--- config.mk ---
export PLATFORM = sky130hd
export DESIGN_NAME = fcct_top
export DESIGN_NICKNAME = d
export VERILOG_FILES = /design/src/inc/fcct_pkg.sv /design/src/inc/fcct_trig_if.sv /design/src/core/fcct_trig_sync.sv /design/src/core/fcct_top.sv
export SDC_FILE = /design/constraint.sdc
export NUM_CORES = 1
export LEC_CHECK = 0
export BUFFER_PORTS_ARGS = -buffer_cell sky130_fd_sc_hd__buf_2
export CAP_MARGIN = 40
export CORE_MARGIN = 2
export CORE_UTILIZATION = 56
export DETAILED_ROUTE_END_ITERATION = 16
export PLACE_DENSITY = 0.76
export SETUP_SLACK_MARGIN = 0.05
export SLEW_MARGIN = 40
export SYNTH_ARGS = -nofsm -noshare
export SYNTH_HDL_FRONTEND = slang
export SYNTH_SLANG_ARGS = --single-unit
--- constraint.sdc ---
create_clock -name clk -period 1.94 [get_ports clk]
set_input_delay 0.194 -clock clk [delete_from_list [all_inputs] [get_ports clk]]
set_output_delay 0.194 -clock clk [all_outputs]
set_load 0.005 [all_outputs]
--- src/inc/fcct_pkg.sv ---
// Constants and types shared by the four-channel counter/timer design.
// Assumes a single system clock; the CPU bus signals are synchronous to it.
// Overview of operation
// - A written word with bit 0 set is the addressed channel's control word.
// - Control bit 2 set makes the next word to that channel its time constant.
// - A bit-0-clear word to channel zero is the interrupt vector, not control.
// - The two channel select inputs pick channel 0 to 3 in binary.
// - Hardware reset stops counts, clears enables, idles outputs, floats data bus.
// - Control bit 1 stops the channel, still updates fields; new constant needed.
// - Bits 1 and 2 together halt the channel until the new constant arrives.
// - Control bit 7 enables the zero-count interrupt in both modes, any time.
// - Bit 6 picks timer or counter; bit 5 picks prescale 16 or 256 in timer mode.
// - Bit 4 picks trigger edge; changing it while running acts as an edge.
// - Auto-triggered timer starts after a fixed delay and reloads at zero.
// - Externally triggered timer waits, then starts on the active trigger edge.
// - Time constant 1 to 256, with zero meaning 256.
// - Timer interval equals clock period times prescale times time constant.
// - Vector bits 2 and 1 carry the requesting channel; channel 0 wins.
// - With chip select, writes take words and reads return the down-counter.
// - Trigger edges decrement in counter mode and start the timer in timer mode.
// - Priority out is high only with priority in high and no channel in service.
// - Open-drain interrupt output is low while priority in is high and an enabled channel with a pending zero count has none at or above it in service.
// - Write is request and select with read high; read needs all three low.
// - Request with opcode fetch is acknowledge; winning channel drives its vector.
// - Return opcodes ED then 4D release the channel in service.
// - Channels 0 to 2 give a high zero-count pulse; channel 3 has none.
// - Reading a channel never disturbs the running count.
// - A new constant during counting takes effect at the next zero.

package fcct_pkg;

  localparam int NUM_CH = 4;

  // Control word field positions.
  localparam int BIT_CTRL    = 0;
  localparam int BIT_SWRST   = 1;
  localparam int BIT_TCF     = 2;
  localparam int BIT_EXTTRIG = 3;
  localparam int BIT_RISING  = 4;
  localparam int BIT_PSC256  = 5;
  localparam int BIT_COUNTER = 6;
  localparam int BIT_IE      = 7;

  // Vector base occupies bits 7..3.
  localparam int VEC_LSB = 3;

  // Prescaler terminal values, divide by 16 or 256.
  localparam logic [7:0] PSC_LIM_16  = 8'h0F;
  localparam logic [7:0] PSC_LIM_256 = 8'hFF;

  // Return-from-interrupt opcode bytes.
  localparam logic [7:0] RETURN_OP_FIRST  = 8'hED;
  localparam logic [7:0] RETURN_OP_SECOND = 8'h4D;

  // Reset values.
  localparam logic [7:0] CTRL_RST = 8'h00;
  localparam logic [7:0] TC_RST   = 8'h00;
  localparam logic [4:0] VEC_RST  = 5'h00;

  // Clocks from the time-constant write until the auto-triggered timer starts running.
  localparam logic [1:0] START_DELAY_CYC = 2'h3;

  typedef enum logic [1:0] {
    FCCT_IDLE,
    FCCT_DELAY,
    FCCT_ARMED,
    FCCT_RUN
  } fcct_ch_state_t;

endpackage : fcct_pkg

--- src/inc/fcct_trig_if.sv ---
// Carries the filtered trigger levels from the synchroniser to the channels.
// Assumes both ends run on the same system clock.
`timescale 1ns/1ps

interface fcct_trig_if;
  logic [3:0] level;

  modport src (output level);
  modport dst (input  level);
endinterface : fcct_trig_if

--- src/core/fcct_trig_sync.sv ---
// Three-stage synchroniser with agreement filter for the trigger inputs.
// Assumes the trigger pins are asynchronous to clk.
`timescale 1ns/1ps

module fcct_trig_sync (
  // Clock and reset
  input  logic       clk,
  input  logic       nrst,
  // Trigger pins
  input  logic [3:0] ext_clock_trigger,
  // Filtered levels
  fcct_trig_if.src   trig
);

  logic [3:0] s1_q;
  logic [3:0] s2_q;
  logic [3:0] s3_q;
  logic [3:0] level_q;

  always_ff @(posedge clk or negedge nrst)
  begin
    if (!nrst)
    begin
      s1_q <= 4'h0;
      s2_q <= 4'h0;
      s3_q <= 4'h0;
    end
    else
    begin
      s1_q <= ext_clock_trigger;
      s2_q <= s1_q;
      s3_q <= s2_q;
    end
  end

  // A level change counts only once the second and third stages agree.
  always_ff @(posedge clk or negedge nrst)
  begin
    if (!nrst)
      level_q <= 4'h0;
    else
      level_q <= (s2_q & s3_q) | (level_q & (s2_q | s3_q));
  end

  assign trig.level = level_q;

endmodule : fcct_trig_sync

--- src/core/fcct_top.sv ---
// Four-channel counter/timer with CPU I/O port and daisy-chain interrupts.
// Assumes the CPU bus strobes are synchronous to clk; trigger pins are not.
`timescale 1ns/1ps

module fcct_top (
  // Clock and reset
  input  logic       clk,
  input  logic       nrst,
  // CPU bus control
  input  logic       chip_enable_n,
  input  logic       io_request_n,
  input  logic       read_n,
  input  logic       opcode_fetch_cycle_n,
  input  logic [1:0] channel_select,
  // Data bus, split into three signals
  input  logic [7:0] data_in,
  output logic [7:0] data_out,
  output logic       data_oe_n,
  // Daisy chain and interrupt request (open drain)
  input  logic       priority_in,
  output logic       priority_out,
  output logic       int_req_out,
  output logic       int_req_oe_n,
  // Channel pins
  input  logic [3:0] ext_clock_trigger,
  output logic [2:0] zero_count_pulse
);

  localparam int NCH = fcct_pkg::NUM_CH;

  fcct_trig_if trig_bus ();

  fcct_trig_sync u_sync (
    .clk               (clk),
    .nrst              (nrst),
    .ext_clock_trigger (ext_clock_trigger),
    .trig              (trig_bus.src)
  );

  // Bus cycle decode.
  logic       wr_cond;
  logic       rd_cond;
  logic       ack_cond;
  logic       fetch_cond;
  logic       wr_prev_q;
  logic       ack_prev_q;
  logic       fetch_prev_q;
  logic       wr_stb;
  logic       ack_stb;
  logic       fetch_end;

  // Channel state.
  logic [7:0]                  ctrl_q  [NCH];
  logic [7:0]                  tc_q    [NCH];
  logic [7:0]                  cnt_q   [NCH];
  logic [7:0]                  psc_q   [NCH];
  logic [1:0]                  dly_q   [NCH];
  fcct_pkg::fcct_ch_state_t    st_q    [NCH];
  logic                        tcf_q   [NCH];
  logic                        pend_q  [NCH];
  logic                        srv_q   [NCH];
  logic                        lvl_p_q [NCH];
  logic                        zero_ev [NCH];

  // Interrupt and vector state.
  logic [4:0] vec_q;
  logic       win_v;
  logic [1:0] win;
  logic       rel_v;
  logic [1:0] rel;
  logic       grant;
  logic       release_stb;
  logic       any_srv;
  logic       int_q;
  logic       ack_drive_q;
  logic [7:0] data_q;
  logic [7:0] op_q;
  logic       after_ed_q;

  assign wr_cond    = !io_request_n && !chip_enable_n && read_n && opcode_fetch_cycle_n;
  assign rd_cond    = !io_request_n && !chip_enable_n && !read_n && opcode_fetch_cycle_n;
  assign ack_cond   = !io_request_n && !opcode_fetch_cycle_n;
  assign fetch_cond = io_request_n && !opcode_fetch_cycle_n && !read_n;
  assign wr_stb     = wr_cond && !wr_prev_q;
  assign ack_stb    = ack_cond && !ack_prev_q;
  assign fetch_end  = fetch_prev_q && !fetch_cond;

  always_ff @(posedge clk or negedge nrst)
  begin
    if (!nrst)
    begin
      wr_prev_q    <= 1'b0;
      ack_prev_q   <= 1'b0;
      fetch_prev_q <= 1'b0;
    end
    else
    begin
      wr_prev_q    <= wr_cond;
      ack_prev_q   <= ack_cond;
      fetch_prev_q <= fetch_cond;
    end
  end

  // Vector base: a word with bit 0 clear to channel zero when no constant is due.
  always_ff @(posedge clk or negedge nrst)
  begin
    if (!nrst)
      vec_q <= fcct_pkg::VEC_RST;
    else if (wr_stb && channel_select == 2'h0 && !data_in[fcct_pkg::BIT_CTRL] && !tcf_q[0])
      vec_q <= data_in[7:fcct_pkg::VEC_LSB];
  end

  for (genvar i = 0; i < NCH; i++)
  begin : g_ch
    logic       wr_i;
    logic       ctl_wr;
    logic       tc_wr;
    logic       timer;
    logic       edge_i;
    logic       slope_chg;
    logic       trig_ev;
    logic       tick;
    logic       dec;
    logic [7:0] psc_lim;

    assign wr_i      = wr_stb && (channel_select == 2'(i));
    assign tc_wr     = wr_i && tcf_q[i];
    assign ctl_wr    = wr_i && !tcf_q[i] && data_in[fcct_pkg::BIT_CTRL];
    assign timer     = !ctrl_q[i][fcct_pkg::BIT_COUNTER];
    assign psc_lim   = ctrl_q[i][fcct_pkg::BIT_PSC256] ? fcct_pkg::PSC_LIM_256
                                                       : fcct_pkg::PSC_LIM_16;
    assign edge_i    = ctrl_q[i][fcct_pkg::BIT_RISING] ? (trig_bus.level[i] && !lvl_p_q[i])
                                                       : (!trig_bus.level[i] && lvl_p_q[i]);
    assign slope_chg = ctl_wr && !data_in[fcct_pkg::BIT_SWRST]
                       && (data_in[fcct_pkg::BIT_RISING] != ctrl_q[i][fcct_pkg::BIT_RISING]);
    assign trig_ev   = edge_i || slope_chg;
    assign tick      = timer && (psc_q[i] == psc_lim);
    assign dec       = (st_q[i] == fcct_pkg::FCCT_RUN) && (timer ? tick : trig_ev);
    assign zero_ev[i] = dec && (cnt_q[i] == 8'h01);

    always_ff @(posedge clk or negedge nrst)
    begin
      if (!nrst)
        lvl_p_q[i] <= 1'b0;
      else
        lvl_p_q[i] <= trig_bus.level[i];
    end

    // Control and time-constant registers.
    always_ff @(posedge clk or negedge nrst)
    begin
      if (!nrst)
      begin
        ctrl_q[i] <= fcct_pkg::CTRL_RST;
        tc_q[i]   <= fcct_pkg::TC_RST;
        tcf_q[i]  <= 1'b0;
      end
      else if (tc_wr)
      begin
        tc_q[i]  <= data_in;
        tcf_q[i] <= 1'b0;
      end
      else if (ctl_wr)
      begin
        ctrl_q[i] <= data_in;
        tcf_q[i]  <= data_in[fcct_pkg::BIT_TCF];
      end
    end

    // Channel sequencing.
    always_ff @(posedge clk or negedge nrst)
    begin
      if (!nrst)
      begin
        st_q[i]  <= fcct_pkg::FCCT_IDLE;
        dly_q[i] <= 2'h0;
      end
      else if (ctl_wr && data_in[fcct_pkg::BIT_SWRST])
        st_q[i] <= fcct_pkg::FCCT_IDLE;
      else if (tc_wr && st_q[i] != fcct_pkg::FCCT_RUN)
      begin
        dly_q[i] <= 2'h0;
        if (!timer)
          st_q[i] <= fcct_pkg::FCCT_RUN;
        else if (ctrl_q[i][fcct_pkg::BIT_EXTTRIG])
          st_q[i] <= fcct_pkg::FCCT_ARMED;
        else
          st_q[i] <= fcct_pkg::FCCT_DELAY;
      end
      else
      begin
        case (st_q[i])
          fcct_pkg::FCCT_DELAY:
          begin
            dly_q[i] <= dly_q[i] + 2'h1;
            if (dly_q[i] == fcct_pkg::START_DELAY_CYC - 2'h1)
              st_q[i] <= fcct_pkg::FCCT_RUN;
          end
          fcct_pkg::FCCT_ARMED:
          begin
            if (trig_ev)
              st_q[i] <= fcct_pkg::FCCT_RUN;
          end
          fcct_pkg::FCCT_IDLE,
          fcct_pkg::FCCT_RUN:
            st_q[i] <= st_q[i];
          default:
            st_q[i] <= fcct_pkg::FCCT_IDLE;
        endcase
      end
    end

    // Prescaler restarts whenever the timer is not yet running.
    always_ff @(posedge clk or negedge nrst)
    begin
      if (!nrst)
        psc_q[i] <= 8'h00;
      else if (st_q[i] != fcct_pkg::FCCT_RUN || tick)
        psc_q[i] <= 8'h00;
      else
        psc_q[i] <= psc_q[i] + 8'h01;
    end

    // Down-counter; a value of zero counts as 256 by wrapping.
    always_ff @(posedge clk or negedge nrst)
    begin
      if (!nrst)
        cnt_q[i] <= 8'h00;
      else if (tc_wr && st_q[i] != fcct_pkg::FCCT_RUN)
        cnt_q[i] <= data_in;
      else if (zero_ev[i])
        cnt_q[i] <= tc_q[i];
      else if (dec)
        cnt_q[i] <= cnt_q[i] - 8'h01;
    end

    // Pending request: a new zero count wins over the acknowledge clear.
    always_ff @(posedge clk or negedge nrst)
    begin
      if (!nrst)
        pend_q[i] <= 1'b0;
      else if (!ctrl_q[i][fcct_pkg::BIT_IE])
        pend_q[i] <= 1'b0;
      else if (zero_ev[i])
        pend_q[i] <= 1'b1;
      else if (grant && win == 2'(i))
        pend_q[i] <= 1'b0;
    end

    // In-service marker set by acknowledge, cleared by the return opcode pair.
    always_ff @(posedge clk or negedge nrst)
    begin
      if (!nrst)
        srv_q[i] <= 1'b0;
      else if (grant && win == 2'(i))
        srv_q[i] <= 1'b1;
      else if (release_stb && rel == 2'(i))
        srv_q[i] <= 1'b0;
    end

    if (i < 3)
    begin : g_zc
      logic zc_q;

      always_ff @(posedge clk or negedge nrst)
      begin
        if (!nrst)
          zc_q <= 1'b0;
        else
          zc_q <= zero_ev[i];
      end

      assign zero_count_pulse[i] = zc_q;
    end
  end

  // Winner is the lowest pending channel with nothing at or above it in service.
  always_comb
  begin
    logic blk;
    blk   = 1'b0;
    win_v = 1'b0;
    win   = 2'h0;
    for (int i = 0; i < NCH; i++)
    begin
      blk = blk | srv_q[i];
      if (!blk && pend_q[i] && !win_v)
      begin
        win_v = 1'b1;
        win   = 2'(i);
      end
    end
  end

  // The channel released by a return is the highest-priority one in service.
  always_comb
  begin
    rel_v   = 1'b0;
    rel     = 2'h0;
    any_srv = 1'b0;
    for (int i = NCH - 1; i >= 0; i--)
    begin
      if (srv_q[i])
      begin
        rel_v = 1'b1;
        rel   = 2'(i);
      end
      any_srv = any_srv | srv_q[i];
    end
  end

  assign grant        = ack_stb && priority_in && win_v;
  assign priority_out = priority_in && !any_srv;

  // Return-opcode watcher on completed opcode fetches.
  always_ff @(posedge clk or negedge nrst)
  begin
    if (!nrst)
      op_q <= 8'h00;
    else if (fetch_cond)
      op_q <= data_in;
  end

  always_ff @(posedge clk or negedge nrst)
  begin
    if (!nrst)
      after_ed_q <= 1'b0;
    else if (fetch_end)
      after_ed_q <= (op_q == fcct_pkg::RETURN_OP_FIRST);
  end

  assign release_stb = fetch_end && after_ed_q && (op_q == fcct_pkg::RETURN_OP_SECOND)
                       && priority_in && rel_v;

  // Interrupt request held low while an allowed enabled channel is pending.
  always_ff @(posedge clk or negedge nrst)
  begin
    if (!nrst)
      int_q <= 1'b0;
    else
      int_q <= win_v && priority_in;
  end

  assign int_req_out  = 1'b0;
  assign int_req_oe_n = !int_q;

  // Data bus: vector during acknowledge, else the selected down-counter.
  always_ff @(posedge clk or negedge nrst)
  begin
    if (!nrst)
      ack_drive_q <= 1'b0;
    else if (!ack_cond)
      ack_drive_q <= 1'b0;
    else if (grant)
      ack_drive_q <= 1'b1;
  end

  always_ff @(posedge clk or negedge nrst)
  begin
    if (!nrst)
      data_q <= 8'h00;
    else if (grant)
      data_q <= {vec_q, win, 1'b0};
    else if (!ack_drive_q)
      data_q <= cnt_q[channel_select];
  end

  assign data_out  = data_q;
  assign data_oe_n = !(nrst && (rd_cond || (ack_cond && ack_drive_q)));

endmodule : fcct_top

==> results of run 1 <==
worst paths after layout:
path	from	to	slack, ns	depth (start not counted)
max	psc_q[29]	cnt_q[25]	-0.08	5
min	priority_in	int_q	0.06	2
max reg2reg	psc_q[29]	cnt_q[25]	-0.08	5
min reg2reg	u_sync.s1_q[3]	u_sync.s2_q[3]	0.35	0
max in group asynchronous	nrst	tc_q[8]	0.89	3
min in group asynchronous	nrst	g_ch[0].g_zc.zc_q	0.34	3
flip-flops by register name, summed over array words and instances (netlist names), 3 cells and up:
| name | flops |
|---|---|
| srv_q | 4 |
| u_sync.s3_q | 4 |
| st_q | 8 |
| u_sync.s1_q | 4 |
| cnt_q | 32 |
| op_q | 8 |
| ctrl_q | 20 |
| lvl_p_q | 4 |
| tc_q | 32 |
| pend_q | 4 |
| data_out | 8 |
| psc_q | 32 |
| dly_q | 8 |
| g_ch.g_zc.zc_q | 3 |
| u_sync.trig.level | 4 |
| u_sync.s2_q | 4 |
| vec_q | 5 |
| tcf_q | 4 |
what timing repair did:
item | 4_1_cts | 5_1_grt
endpoints found under the setup margin | 44 | 61
gates cloned | 0 | 1
pin swaps | 3 | 12
resized for setup | 20 | 40
hold endpoints to repair | 152 | 0
setup buffers | 3 | 6
hold buffers | 5 | 0
power groups by stage:
stage / logic [mW] / clock network (mW) / registers, mW
after floorplan: 3.44 / 0 / 5.70
after global placement: 4.92 / 0 / 5.72
after detailed placement: 5.08 / 0 / 5.78
after CTS: 5.28 / 3.64 / 5.72
after global routing: 6.32 / 3.82 / 5.90
final: 5.73 / 3.59 / 5.79
routing by layer:
layer | up-vias | global-route usage | wire [um]
met5 | - | 0 | 13
li1 | 3537 | - | -
met2 | 224 | 0.425 | 11300
met4 | 2 | 0.0972 | 579
met3 | 50 | 0.0485 | 1240
met1 | 3772 | 0.350 | 10500
final cells by class:
cell class | count | share of cell area
Multi-Input combinational cell | 624 | 0.414
Sequential cell | 194 | 0.408
Timing Repair Buffer | 144 | 0.0875
Clock buffer | 20 | 0.0375
Tap cell | 225 | 0.0236
Inverter | 52 | 0.0164
Clock inverter | 12 | 0.0130
cell families (layout without fill, tap and decap cells):
family | after synthesis | count (layout) | share of synthesized area
fa+ha+maj | 32 | 32 | 0.0398
flops | 194 | 194 | 0.494
xor+xnor | 41 | 41 | 0.0366
compound gates | 152 | 152 | 0.118
buf+inv | 95 | 228 | 0.0403
other cells | 1 | 1 | 0.000382
simple gates | 314 | 315 | 0.168
mux | 83 | 83 | 0.103
metrics by stage:
step / cells / area (um^2) / worst slack, ns
6_report: 1271 / 11900 / -0.0799
3_5_place_dp: 1224 / 10900 / -0.0615
4_1_cts: 1264 / 11600 / -0.0310
2_1_floorplan: 912 / 9890 / -0.00824
3_3_place_gp: 1224 / 10900 / -0.0167
5_1_grt: 1271 / 11900 / -0.150
layout by cell type, fill, tap and decap left out, types with 24 or more instances in the layout:
cell,netlist,routed
inv_1,52,50
nor2_1,74,70
dfrtp_1,194,192
buf_2,10,33
nor3_1,34,30
o21ai_0,42,40
xnor2_1,24,24
mux2_2,64,63
ha_1,28,26
buf_4,7,103
nand2_1,77,75
==> flow_metrics.py, run 1 <==
metrics = {
    "pwr": {
        "total_power_mw": 15.1,
        "cellPowerDensity_mw_per_mm2": 1270,
        "ir_drop_mv": 0.900,
        "p_clk_frac": 0.238,
        "p_int_mw": 9.84,
        "switching_share": 0.349,
        "combPwrFrac": 0.379,
        "seqPwrFrac": 0.383,
        "leakage_nw": 5.48,
        "switchingPower_mw": 5.27,
    },
    "layout": {
        "multi_input_area_mm2": 0.00493,
        "layout.nets": 1082,
        "fill_cells": 1229,
        "seqCellArea_mm2": 0.00486,
        "final_util": 0.691,
        "area_delta_synth_final_pct": 21.3,
        "drive_above_1_share": 0.302,
        "antenna-diode-count": 0,
    },
    "timing": {
        "rsz0062_at_grt": "true",
        "tightest_slew_ns": 0.771,
        "fin_setup_tns_ns": -0.706,
        "setup_ws_ns": -0.0799,
        "post-route-period-util": 1.04,
        "holdWs_ns": 0.0598,
        "fin_crit_ns": 2.02,
        "fmax_mhz": 495,
        "hold_viol": 0,
        "relSlewSlack": 0.486,
        "finalSetupViolCount": 23,
        "skew_ns": 0.00957,
        "maxSlewViolCount": 0,
    },
    "grt": {
        "grt_first_pass_wirelength_um": 37500,
        "grt_pass1_vias": 7467,
        "antenna_found_initial": 1,
        "grt_max_degree": 139,
        "gr-usage-all-layers": 0.261,
        "grt-ovfl-total": 0,
    },
    "job": {
        "max-cap-violations": 0,
    },
    "outcome": {
        "status": "finished with violations",
        "violations": "setup timing",
    },
    "clock_tree": {
        "cts_inserted_buffers": 17,
        "cts_tree": "built",
        "worst_skew_pair.late_latency_ns": 0.43,
        "worst_setup_hold_path_clk_slew_ns": 0.07,
        "clk_path_buf_depth": 2,
        "cts-root-buf": "clkbuf_16",
        "ctsHtreeMaxLevel": 4,
        "cts_sinks": 194,
    },
    "yosys": {
        "synthFlopType": "dfrtp_1",
        "syn-num-nets": 961,
        "ys_warn_count": 0,
        "yosys-top-cells-count": "194 x dfrtp_1, 77 x nand2_1, 74 x nor2_1",
        "async_flop_share": 1.00,
        "synth_seq_cells": 194,
        "synth_area_per_cell_um2": 10.8,
        "syn_inst": 912,
        "netlist_area_mm2": 0.00982,
        "synth_seq_area_share": 0.494,
        "yosysMostFrequentCell": "dfrtp_1",
        "synth-edff-count": 0,
        "synthDistinctLibCells": 75,
        "synthTopCellsByArea": "dfrtp_1 49%, mux2_2 7.3%, ha_1 3.6%",
        "synth_top_cell_by_area": "dfrtp_1",
        "synth_top_area_share": 0.494,
    },
    "detailed_routing": {
        "drtIter0Drc": 690,
        "routed_wirelength_um": 23600,
        "dr_total_vias": 7585,
        "detail-route-antenna-nets": 0,
        "drc": 0,
        "vias_per_cell": 5.97,
        "first_pass_iters": 5,
        "avgRoutedWirePerCell_um": 18.6,
    },
    "worst_setup_path": {
        "critPathTopFamily": "compound AO/OA/AOI/OAI gates",
        "crit_fanout": 8,
        "slowest_delay_ns": 0.51,
        "end_kind": "register",
        "crit_required_ns": 2.24,
        "critPathArrivalTime_ns": 2.32,
        "cp-start-kind": "register",
        "critPathKind": "reg -> reg",
        "cp_slowest_cell": "or4_1",
        "cp.buffers_inverters": 0,
        "crit_chain": "or4_1 > o22a_1 > o311ai_4 > a21o_4 > o221ai_1",
    },
    "floorplan": {
        "ios": 36,
        "rows": 48,
        "initial_core_util": 0.570,
        "core-area_mm2": 0.0172,
        "fp.dieArea_mm2": 0.0186,
        "die_x_um": 136,
        "die_h_um": 136,
    },
    "worst_hold_path": {
        "hp-class": "in -> reg",
    },
    "placement": {
        "portBuffers": 34,
        "globalplace.congestion": 0.942,
        "dp_hpwl_um": 15700,
    },
}
Note: power is estimated with default switching activity, not from simulation.
==> inputs of run 2 (changes only) <==
CELL_PAD_IN_SITES_DETAIL_PLACEMENT = 0   (was unset)
CELL_PAD_IN_SITES_GLOBAL_PLACEMENT = 1   (was unset)
CORE_UTILIZATION = 45   (was 56)
PLACE_DENSITY = unset   (was 0.76)
PLACE_DENSITY_LB_ADDON = 0.1   (was unset)
==> run 2 against run 1 <==
  * The flow still finishes with violations (setup timing)
  * Wire length up 7.6%
  * Count of clock-buffer cells in the layout grew 1
  * Maximum frequency increased by 0.93%
  * Register-to-register slack improved by 0.02 ns
  * Non-clock buffer count grew 11
  * Critical path depth did not move
  * Via count decreased by 0.82%
  * Worst hold slack worse by 0.014 ns
  * Sequential share of layout area decreased by 0.46 points
  * Die area up 24%
  * Cell count up 5.0%
  * Highest routed layer is now met4
  * Critical endpoint is now cnt_q[27]
==> flow_metrics.py, run 2 (synthesized netlist as in run 1, its figures left out) <==
metrics = {
    "grt": {
        "grt_first_pass_wirelength_um": 40500,
        "grt-ovfl-total": 0,
        "grt_pass1_vias": 7695,
        "met1_usage": 0.309,
        "use_met2": 0.387,
        "antenna_found_initial": 1,
        "grt.met3_usage": 0.0437,
        "grt_max_degree": 84,
        "gr-usage-all-layers": 0.232,
        "busiest_layer": "met2",
    },
    "detailed_routing": {
        "dr_total_vias": 7523,
        "drc": 0,
        "routed_wirelength_um": 25400,
        "avgRoutedWirePerCell_um": 19.0,
        "detail-route-antenna-nets": 0,
        "first_pass_iters": 5,
        "drtIter0Drc": 460,
        "vias_per_cell": 5.64,
    },
    "worst_hold_path": {
        "hp-class": "in -> reg",
    },
    "placement": {
        "portBuffers": 34,
        "dp_hpwl_um": 17800,
        "pre_cts_ws_ns": -0.161,
        "globalplace.congestion": 0.886,
    },
    "layout": {
        "area_delta_synth_final_pct": 22.6,
        "largestRegisters": "cnt_q: 32 flops, psc_q: 32 flops, tc_q: 32 flops",
        "fill_cells": 1892,
        "layout.nets": 1092,
        "drive_above_1_share": 0.308,
        "antenna-diode-count": 0,
        "mostFrequentLayoutCell": "dfrtp_1",
        "mostFrequentLayoutCells": "193 x dfrtp_1, 111 x buf_4, 74 x nand2_1, 69 x nor2_1, 63 x mux2_2",
    },
    "worst_setup_path": {
        "critPathKind": "reg -> reg",
        "end_kind": "register",
        "critPathArrivalTime_ns": 2.30,
        "crit_required_ns": 2.24,
        "crit_fanout": 8,
        "cp-start-kind": "register",
    },
    "floorplan": {
        "fp.dieArea_mm2": 0.0230,
        "die_x_um": 152,
        "initial_core_util": 0.454,
        "ios": 36,
        "core-area_mm2": 0.0216,
        "die_h_um": 152,
        "rows": 54,
    },
    "pwr": {
        "ir_drop_mv": 0.548,
        "cellPowerDensity_mw_per_mm2": 1270,
        "leakage_nw": 5.53,
    },
    "timing": {
        "rsz0062_at_grt": "true",
        "finalSetupViolCount": 18,
        "skew_ns": 0.00947,
        "holdWs_ns": 0.0459,
        "post-route-period-util": 1.03,
        "relSlewSlack": 0.634,
        "fmax_mhz": 500,
        "tightest_slew_ns": 0.548,
        "setup_ws_ns": -0.0613,
        "maxSlewViolCount": 0,
        "fin_crit_ns": 2.00,
        "hold_viol": 0,
    },
    "clock_tree": {
        "worst_skew_pair.late_latency_ns": 0.44,
        "cts_tree": "built",
        "clk_path_buf_depth": 2,
        "cts_inserted_buffers": 17,
        "cts_sinks": 194,
        "cts-root-buf": "clkbuf_16",
        "ctsHtreeMaxLevel": 4,
        "worst_setup_hold_path_clk_slew_ns": 0.07,
    },
    "outcome": {
        "violations": "setup timing",
        "status": "finished with violations",
    },
    "job": {
        "max-cap-violations": 0,
    },
}
==> run 2: where the power goes <==
part,switching [mW],total [mW],leakage [nW],internal (mW)
Clock,1.57,3.65,0.283,2.08
Sequential,0.762,5.73,2.47,4.97
Combinational,2.98,5.88,2.77,2.91
==> run 2: worst paths after layout <==
check	start	endpoint	slack, ns	cells after the start
worst max-delay path	psc_q[28]	cnt_q[27]	-0.06	5
max in group asynchronous	nrst	tcf_q[0]	0.88	3
worst max register to register	psc_q[28]	cnt_q[27]	-0.06	5
worst min-delay path	priority_in	int_q	0.05	2
worst min register to register	u_sync.s1_q[2]	u_sync.s2_q[2]	0.35	0
min in group asynchronous	nrst	ctrl_q[30]	0.25	2
==> run 2: repair_timing <==
item | CTS | global route
hold buffers | 5 | 0
endpoints found under the setup margin | 46 | 54
buffers inserted | 2 | 5
pin swaps | 11 | 10
gates resized for setup | 24 | 41
endpoints found under the hold margin | 43 | 0
==> run 2: per-stage QoR <==
step                      total power [mW]  instances  utilization  cell area [um^2]  TNS, ns
after CTS                             15.0       1330        0.547             11800   -0.637
after global placement                10.9       1292        0.512             11100    -1.25
after floorplan                       9.15        912            -              9890  -0.0924
after detailed placement              11.1       1292        0.512             11100    -3.11
final                                 15.3       1335        0.557             12000   -0.501
after global routing                  16.3       1335        0.557             12000    -2.19
==> run 2: area by class of cell <==
| cell class | count | area [um^2] | share of cell area |
|---|---|---|---|
| sequential | 194 | 4860 | 0.403 |
| tap | 280 | 350 | 0.0291 |
| timing repair buffer | 155 | 1140 | 0.0951 |
| multi-input combinational | 623 | 4890 | 0.406 |
| clock inverter | 10 | 150 | 0.0125 |
| inverter | 52 | 195 | 0.0162 |
| clock buffer | 21 | 450 | 0.0374 |
==> run 2: worst max-delay path: stages (launching register included) <==
cell and delay (ns):
dfrtp_1 0.39, or4_1 0.52, o22a_1 0.25, o311ai_4 0.35
a21o_4 0.23, o221ai_1 0.13
==> run 2: layer usage <==
layer / wire (um) / part of all wire
met5: 0 / 0
met4: 430 / 0.017
met1: 11700 / 0.46
met2: 12300 / 0.48
met3: 1030 / 0.041
